`config.mk`:
```
export PLATFORM = sky130hd
export DESIGN_NAME = ppst_timebase
export DESIGN_NICKNAME = d
export VERILOG_FILES = /design/src/ppst_pkg.sv /design/src/ppst_timebase.sv
export SDC_FILE = /design/constraint.sdc
export NUM_CORES = 2
export LEC_CHECK = 0
export ABC_AREA = 1
export BUFFER_PORTS_ARGS = -buffer_cell sky130_fd_sc_hd__buf_2
export CORE_MARGIN = 1
export CORE_UTILIZATION = 40
export CTS_CLUSTER_DIAMETER = 120
export DETAILED_ROUTE_END_ITERATION = 10
export GPL_ROUTABILITY_DRIVEN = 0
export HOLD_SLACK_MARGIN = 0.05
export MAX_ROUTING_LAYER = met4
export PLACE_DENSITY = 0.59
export SKIP_LAST_GASP = 1
export SYNTH_ARGS = -nofsm -noshare
export SYNTH_HDL_FRONTEND = slang
export SYNTH_SLANG_ARGS = --single-unit
```
`constraint.sdc`:
```
create_clock -name i_clk_sys -period 291.9 [get_ports i_clk_sys]
set_input_delay 14.595 -clock i_clk_sys [delete_from_list [all_inputs] [get_ports i_clk_sys]]
set_output_delay 14.595 -clock i_clk_sys [all_outputs]
set_load 0.1 [all_outputs]
```
`src/ppst_pkg.sv`:
```
package ppst_pkg;

  // ==========================================================================
  // line counts and widths
  localparam int NUM_FP = 3;   // front panel programmable lines
  localparam int NUM_TRIG = 8; // backplane trigger lines
  localparam int NUM_STAR = 13; // backplane star trigger lines
  localparam int NUM_LINES = NUM_FP + NUM_TRIG + NUM_STAR;
  localparam int SEL_W = 5;
  localparam int SEC_W = 32;
  localparam int FRAC_W = 32;   // ns within the second
  localparam int ACC_W = 40;    // rate accumulator, ns with 8 fraction bits

  // ==========================================================================
  // timing
  localparam int CLK_HZ = 25_000_000;
  localparam int CLK_PERIOD_NS = 40;
  localparam int SEC_NS = 1_000_000_000;
  localparam int SEC_CYCLES = SEC_NS / CLK_PERIOD_NS;
  // output clock granularity, period and high time multiples of this
  localparam int OUT_GRAIN_NS = 10;
  // nominal step per clock, ns with 8 fraction bits
  localparam logic [ACC_W-1:0] STEP_NOM = ACC_W'(CLK_PERIOD_NS * 256);
  localparam int RATE_SHIFT = 4; // damping of rate correction

  // ==========================================================================
  // reset values
  localparam logic [SEC_W-1:0] SEC_RST = 32'h0000_0000;
  localparam logic [SEL_W-1:0] SEL_RST = 5'h00;

  // ==========================================================================
  // line selection encoding: 0..2 front panel, 3..10 trigger, 11..23 star
  localparam logic [SEL_W-1:0] SEL_TRIG_BASE = SEL_W'(NUM_FP);
  localparam logic [SEL_W-1:0] SEL_STAR_BASE = SEL_W'(NUM_FP + NUM_TRIG);

  // ==========================================================================
  // carriers
  typedef struct packed {
    logic [SEC_W-1:0] sec;
    logic [FRAC_W-1:0] ns;
  } ppst_time_t;

  typedef struct packed {
    logic enable;         // synchronization running
    logic use_user_time;  // load user time else host time
    logic [SEL_W-1:0] in_sel;
    logic out_en;
    logic [SEL_W-1:0] out_sel;
  } ppst_cfg_t;

  typedef enum logic [1:0] {ST_IDLE, ST_WAIT_FIRST, ST_LOCKED} ppst_state_t;

endpackage : ppst_pkg

```
`src/ppst_timebase.sv`:
```
`timescale 1ns/10ps
module ppst_timebase (
  // clock and reset
  input wire logic i_clk_sys,
  input wire logic i_rst_b,
  // configuration
  input wire ppst_pkg::ppst_cfg_t i_cfg,
  input wire ppst_pkg::ppst_time_t i_user_time,
  input wire ppst_pkg::ppst_time_t i_host_time,
  // trigger lines in
  input wire logic [ppst_pkg::NUM_LINES-1:0] i_line,
  // trigger lines out
  output logic [ppst_pkg::NUM_LINES-1:0] o_line,
  output logic [ppst_pkg::NUM_LINES-1:0] o_line_oe,
  // time and status
  output ppst_pkg::ppst_time_t o_time,
  output ppst_pkg::ppst_time_t o_stamp,
  output logic o_stamp_valid,
  output logic o_locked
);
  import ppst_pkg::*;

  // ==========================================================================
  // input synchronizers
  logic [NUM_LINES-1:0] sync1_r; // first stage, read only by sync2
  logic [NUM_LINES-1:0] sync2_r; // second stage
  logic pps_d_r;                 // selected line delayed for edge
  logic pps_sel;
  logic pps_evt;

  always_ff @(posedge i_clk_sys) begin
    if (!i_rst_b) begin
      sync1_r <= '0;
      sync2_r <= '0;
    end else begin
      sync1_r <= i_line;
      sync2_r <= sync1_r;
    end
  end

  assign pps_sel = (i_cfg.in_sel < SEL_W'(NUM_LINES)) ? sync2_r[i_cfg.in_sel] : 1'b0;

  // edge history of the selected line
  always_ff @(posedge i_clk_sys) begin
    if (!i_rst_b) begin
      pps_d_r <= 1'b0;
    end else begin
      pps_d_r <= pps_sel;
    end
  end

  assign pps_evt = pps_sel & ~pps_d_r & i_cfg.enable;

  // ==========================================================================
  // state machine
  ppst_state_t state_r;

  // sequence idle, wait first pulse, locked
  always_ff @(posedge i_clk_sys) begin
    if (!i_rst_b) begin
      state_r <= ST_IDLE;
    end else begin
      case (state_r)
        ST_IDLE: begin
          if (i_cfg.enable) begin
            state_r <= ST_WAIT_FIRST;
          end
        end
        ST_WAIT_FIRST: begin
          if (!i_cfg.enable) begin
            state_r <= ST_IDLE;
          end else if (pps_evt) begin
            state_r <= ST_LOCKED;
          end
        end
        ST_LOCKED: begin
          if (!i_cfg.enable) begin
            state_r <= ST_IDLE;
          end
        end
        default: begin
          state_r <= ST_IDLE;
        end
      endcase
    end
  end

  // ==========================================================================
  // period measurement and rate
  logic [31:0] cyc_cnt_r;         // cycles since last pulse
  logic [ACC_W-1:0] step_r;       // ns per clock, 8 fraction bits
  logic [ACC_W-1:0] step_ideal;   // step that makes this period one second
  logic [ACC_W-1:0] step_nxt;

  // ideal step, guarded against a zero count
  function automatic logic [ACC_W-1:0] ppst_ideal(input logic [31:0] cyc);
    logic [ACC_W+8:0] num;
    num = (ACC_W+9)'(SEC_NS) << 8;
    ppst_ideal = (cyc == 32'h0) ? STEP_NOM : ACC_W'(num / (ACC_W+9)'(cyc));
  endfunction : ppst_ideal

  assign step_ideal = ppst_ideal(cyc_cnt_r + 32'h1);
  assign step_nxt = step_r + ACC_W'((ACC_W+1)'($signed({1'b0, step_ideal}) -
                    $signed({1'b0, step_r})) >>> RATE_SHIFT);

  // cycles between pulses
  always_ff @(posedge i_clk_sys) begin
    if (!i_rst_b || pps_evt) begin
      cyc_cnt_r <= 32'h0;
    end else if (cyc_cnt_r != 32'hffff_ffff) begin
      cyc_cnt_r <= cyc_cnt_r + 32'h1;
    end
  end

  // rate update on each locked pulse
  always_ff @(posedge i_clk_sys) begin
    if (!i_rst_b) begin
      step_r <= STEP_NOM;
    end else if (pps_evt && state_r == ST_LOCKED) begin
      step_r <= step_nxt;
    end
  end

  // ==========================================================================
  // timebase counter
  ppst_time_t time_r;
  logic [7:0] frac_r;                // sub-ns fraction
  logic [ACC_W-1:0] ns_sum;
  logic sec_wrap;
  logic snap_up;                     // pulse in upper half starts a new second

  assign ns_sum = {time_r.ns, frac_r} + step_r;
  assign snap_up = time_r.ns >= FRAC_W'(SEC_NS / 2);
  assign sec_wrap = ns_sum[ACC_W-1:8] >= FRAC_W'(SEC_NS);

  // time keeping, load and boundary snap
  always_ff @(posedge i_clk_sys) begin
    if (!i_rst_b) begin
      time_r <= '{sec: SEC_RST, ns: '0};
      frac_r <= 8'h00;
    end else if (pps_evt && state_r == ST_WAIT_FIRST) begin
      time_r <= i_cfg.use_user_time ? i_user_time : i_host_time;
      frac_r <= 8'h00;
    end else if (pps_evt && state_r == ST_LOCKED) begin
      time_r.sec <= snap_up ? time_r.sec + SEC_W'(1) : time_r.sec;
      time_r.ns <= '0;
      frac_r <= 8'h00;
    end else if (sec_wrap) begin
      time_r.sec <= time_r.sec + SEC_W'(1);
      time_r.ns <= ns_sum[ACC_W-1:8] - FRAC_W'(SEC_NS);
      frac_r <= ns_sum[7:0];
    end else begin
      time_r.ns <= ns_sum[ACC_W-1:8];
      frac_r <= ns_sum[7:0];
    end
  end

  // ==========================================================================
  // timestamp capture
  // stamp on external edge
  always_ff @(posedge i_clk_sys) begin
    if (!i_rst_b) begin
      o_stamp <= '0;
      o_stamp_valid <= 1'b0;
    end else begin
      o_stamp_valid <= pps_evt;
      if (pps_evt) begin
        o_stamp <= time_r;
      end
    end
  end

  // ==========================================================================
  // pps output
  logic pps_out_r;
  logic boundary;

  // a late pulse snaps back inside the same second, already toggled at the wrap
  assign boundary = (state_r == ST_LOCKED) && (pps_evt ? snap_up : sec_wrap);

  always_ff @(posedge i_clk_sys) begin
    if (!i_rst_b) begin
      pps_out_r <= 1'b0;
    end else if (!i_cfg.out_en) begin
      pps_out_r <= 1'b0;
    end else if (boundary) begin
      pps_out_r <= ~pps_out_r;
    end
  end

  always_ff @(posedge i_clk_sys) begin
    if (!i_rst_b) begin
      o_line <= '0;
      o_line_oe <= '0;
    end else begin
      for (int i = 0; i < NUM_LINES; i++) begin
        o_line[i] <= pps_out_r && (i_cfg.out_sel == SEL_W'(i));
        o_line_oe[i] <= i_cfg.out_en && (i_cfg.out_sel == SEL_W'(i));
      end
    end
  end

  // ==========================================================================
  // status outputs
  assign o_time = time_r;
  assign o_locked = (state_r == ST_LOCKED);

endmodule : ppst_timebase

```
==> flow_summary.yaml <==
outcome:
  outcome: "complete, no violations"
sta:
  period_share_pct: 56.1
  rsz0062_at_grt: "false"
  fmax_mhz: 6.11
  period_needed_ps: 163790
  setup_violations: 0
  worstMarginPinSlew_ps: 1020
  slew_headroom_pct: 31.7
  skew_ps: 37.9
  final-hold-violation-count: 0
  drv_slew: 0
  totalNegativeSetupSlack_ps: 0
cells_and_area:
  multi_input_comb_area_sq_mm: 0.0718
  fill_cells: 23485
  diodes: 0
  area_growth_pct: 6.19
  drive_gt1_share_pct: 9.83
  regArea_sq_mm: 0.00619
  layout_commonest_cell: "nand2_1"
  nets: 15841
  layout_common_cells: "nand2_1, inv_1, a21oi_1"
critical_path:
  startpoint: "cyc_cnt_r[0]$_SDFFE_PP0P_"
  cp.depth: 866
  reg2reg_depth: 1021
  worstSetupPathType: "flip-flop to flip-flop"
  cp-end-kind: "flip-flop"
  cp_top_family: "compound AO/OA/AOI/OAI gates"
  critical_path_required_ps: 292320
  crit_path_end: "step_r[38]$_SDFFE_PN0P_"
  critPathMostFrequentCell: "nand2_1"
  slowest_stage: "clkinv_1"
  reg2reg_slack_ps: 128110
  crit_path_max_fanout: 76
  arrival_ps: 164210
  reg2reg_to: "step_r[38]$_SDFFE_PN0P_"
  cpPeakStageDelay_ps: 700
  r2r-start: "cyc_cnt_r[0]$_SDFFE_PP0P_"
  start_kind: "flip-flop"
  crit_buf_inv: 100
detailed_routing:
  drtIter0Drc: 7262
  totalWireLength_um: 304000
  viasPerCell: 5.37
  drc: 0
  dr.pass1.iters: 6
  avgRoutedWirePerCell_um: 17.5
  vias: 93313
  ant_nets: 0
floorplan:
  dieArea_sq_mm: 0.219
  core_sq_mm: 0.215
  start_util_pct: 40.3
  rows: 170
  chipWidth_um: 468
  die_h_um: 468
  pin_count: 345
placed_design:
  portBuffers: 344
  dp_hpwl_um: 246000
global_route:
  grt-ovfl-total: 0
  grt_first_pass_wirelength_um: 475000
  grt_usage_pct: 27.6
  antenna_found_initial: 0
  grt_max_degree: 90
  grt_pass1_vias: 86596
clock_tree:
  clockRootBuffer: "clkbuf_16"
  cts_buffers: 35
  htree_levels: 2
  post-cts-setup-buffers: 0
  cts.clk_slew.worst_paths_ps: 60
  clockBufferDepth: 3
  tritoncts: "yes"
  cts_sinks: 309
  ctsHoldBuffers: 0
  clk_latency_ps: 580
  cts_resized: 0
logic_synthesis:
  synth_area_sq_mm: 0.0867
  synth_edf_count: 0
  ys_seq_elements: 309
  yosysSeqAreaShare_pct: 7.14
  synth.distinct_cells: 102
  async_reset_ff_share_pct: 0
  yosysWarnings: 0
  synth_cells: 14369
  synthTopCellsByArea: "ha_1, nand2_1, a21oi_1"
  synth.largest_area_cell: "ha_1"
  synth_top_flop_cell: "dfxtp_1"
  avgSynthCellArea_sq_um: 6.03
  synth_top_area_share_pct: 16.5
run:
  drv_cap: 0
min_path:
  hold_path_depth: 2
  hold_path.class: "flip-flop to flip-flop"
[final cells by class]
| class | instances | share of cell area (%) |
|---|---|---|
| multi-input cells | 11942 | 78.0 |
| inverters | 1809 | 7.48 |
| flip-flops and latches | 309 | 6.72 |
| well taps | 2838 | 3.86 |
| repair buffers | 430 | 2.58 |
| clock buffers | 46 | 1.08 |
| clock inverters | 16 | 0.238 |
[sequential cells by signal, indices dropped and copies added (netlist names)]
| name | flops |
|---|---|
| sync2_r | 24 |
| cyc_cnt_r | 32 |
| sync1_r | 24 |
| state_r | 2 |
| o_stamp_valid | 1 |
| o_line | 24 |
| o_stamp | 64 |
| frac_r | 8 |
| step_r | 40 |
| pps_out_r | 1 |
| pps_d_r | 1 |
| o_time | 64 |
| o_line_oe | 24 |
[routing by layer]
| layer | GRT usage, % | share of wire, % | vias to the layer above |
|---|---|---|---|
| li1 | - | - | 48323 |
| met1 | 36.0 | 47 | 41943 |
| met2 | 44.8 | 44 | 2605 |
| met3 | 1.94 | 5.4 | 442 |
| met4 | 8.98 | 3.5 | 0 |
| met5 | - | 0 | - |
[metrics by stage]
step / hold WS [ps] / setup WS, ps / utilization, % / instances / cell area [sq um]
floorplan: 390 / 145250 / - / 14370 / 86700
global placement: 393 / 133900 / 42.2 / 17328 / 90800
detailed placement: 396 / 130120 / 42.2 / 17328 / 90800
CTS: 404 / 129690 / 42.8 / 17390 / 92000
global route: 411 / 108280 / 42.8 / 17390 / 92000
finish: 405 / 128110 / 42.8 / 17390 / 92000
[Yosys cell counts (29+ instances only)]
library cell	instances
a21oi_1	1522
nand2_1	3239
nor3_1	131
a31oi_1	145
nor2_1	1324
inv_1	1703
nand2_2	178
o21ai_0	977
a21o_1	78
o211ai_1	93
ha_1	1145
or2_2	178
clkbuf_1	199
xor2_1	569
nor2_2	66
nand3_2	96
dfxtp_1	309
o31ai_1	49
a211oi_1	56
xnor2_1	480
o21ai_2	35
nand2_4	105
o21a_1	52
nand3b_1	34
o21bai_1	101
nand4_1	160
inv_2	66
nand3_1	655
o21ai_1	118
nor2_4	56
nor4_1	29
[how the worst min path moves through the flow]
stage | startpoint | end
after CTS | sync1_r[11]$_SDFF_PN0_ | sync2_r[11]$_SDFF_PN0_
after floorplan | sync1_r[0]$_SDFF_PN0_ | sync2_r[0]$_SDFF_PN0_
final | sync1_r[11]$_SDFF_PN0_ | sync2_r[11]$_SDFF_PN0_
after detailed placement | sync1_r[11]$_SDFF_PN0_ | sync2_r[11]$_SDFF_PN0_
after global routing | sync1_r[17]$_SDFF_PN0_ | sync2_r[17]$_SDFF_PN0_
after global placement | sync1_r[17]$_SDFF_PN0_ | sync2_r[17]$_SDFF_PN0_
[worst reg2reg max path, delay by kind of cell (launching register included)]
kind | cells | cell delay, ps
compound gates | 408 | 71770
simple gates | 443 | 53340
buf+inv | 120 | 20900
fa+ha+maj | 48 | 16630
flops | 1 | 630
xor+xnor | 2 | 350
[logic make-up (layout without fill, tap and decap cells)]
group | count (synthesis) | in the layout | share of synthesized area, %
AND/OR/NAND/NOR | 6358 | 6358 | 33.7
multiplexers | 5 | 5 | 0.0577
buffers and inverters | 2119 | 2301 | 10.1
adder cells (fa/ha/maj) | 1147 | 1147 | 16.6
XOR/XNOR | 1050 | 1050 | 10.6
other | 1 | 2 | 0.00433
flip-flops | 309 | 309 | 7.14
AO/OA/AOI/OAI | 3380 | 3380 | 21.8
Power is not shown: default switching activity piles up to over one toggle a cycle in this logic, so the estimate is an artifact.
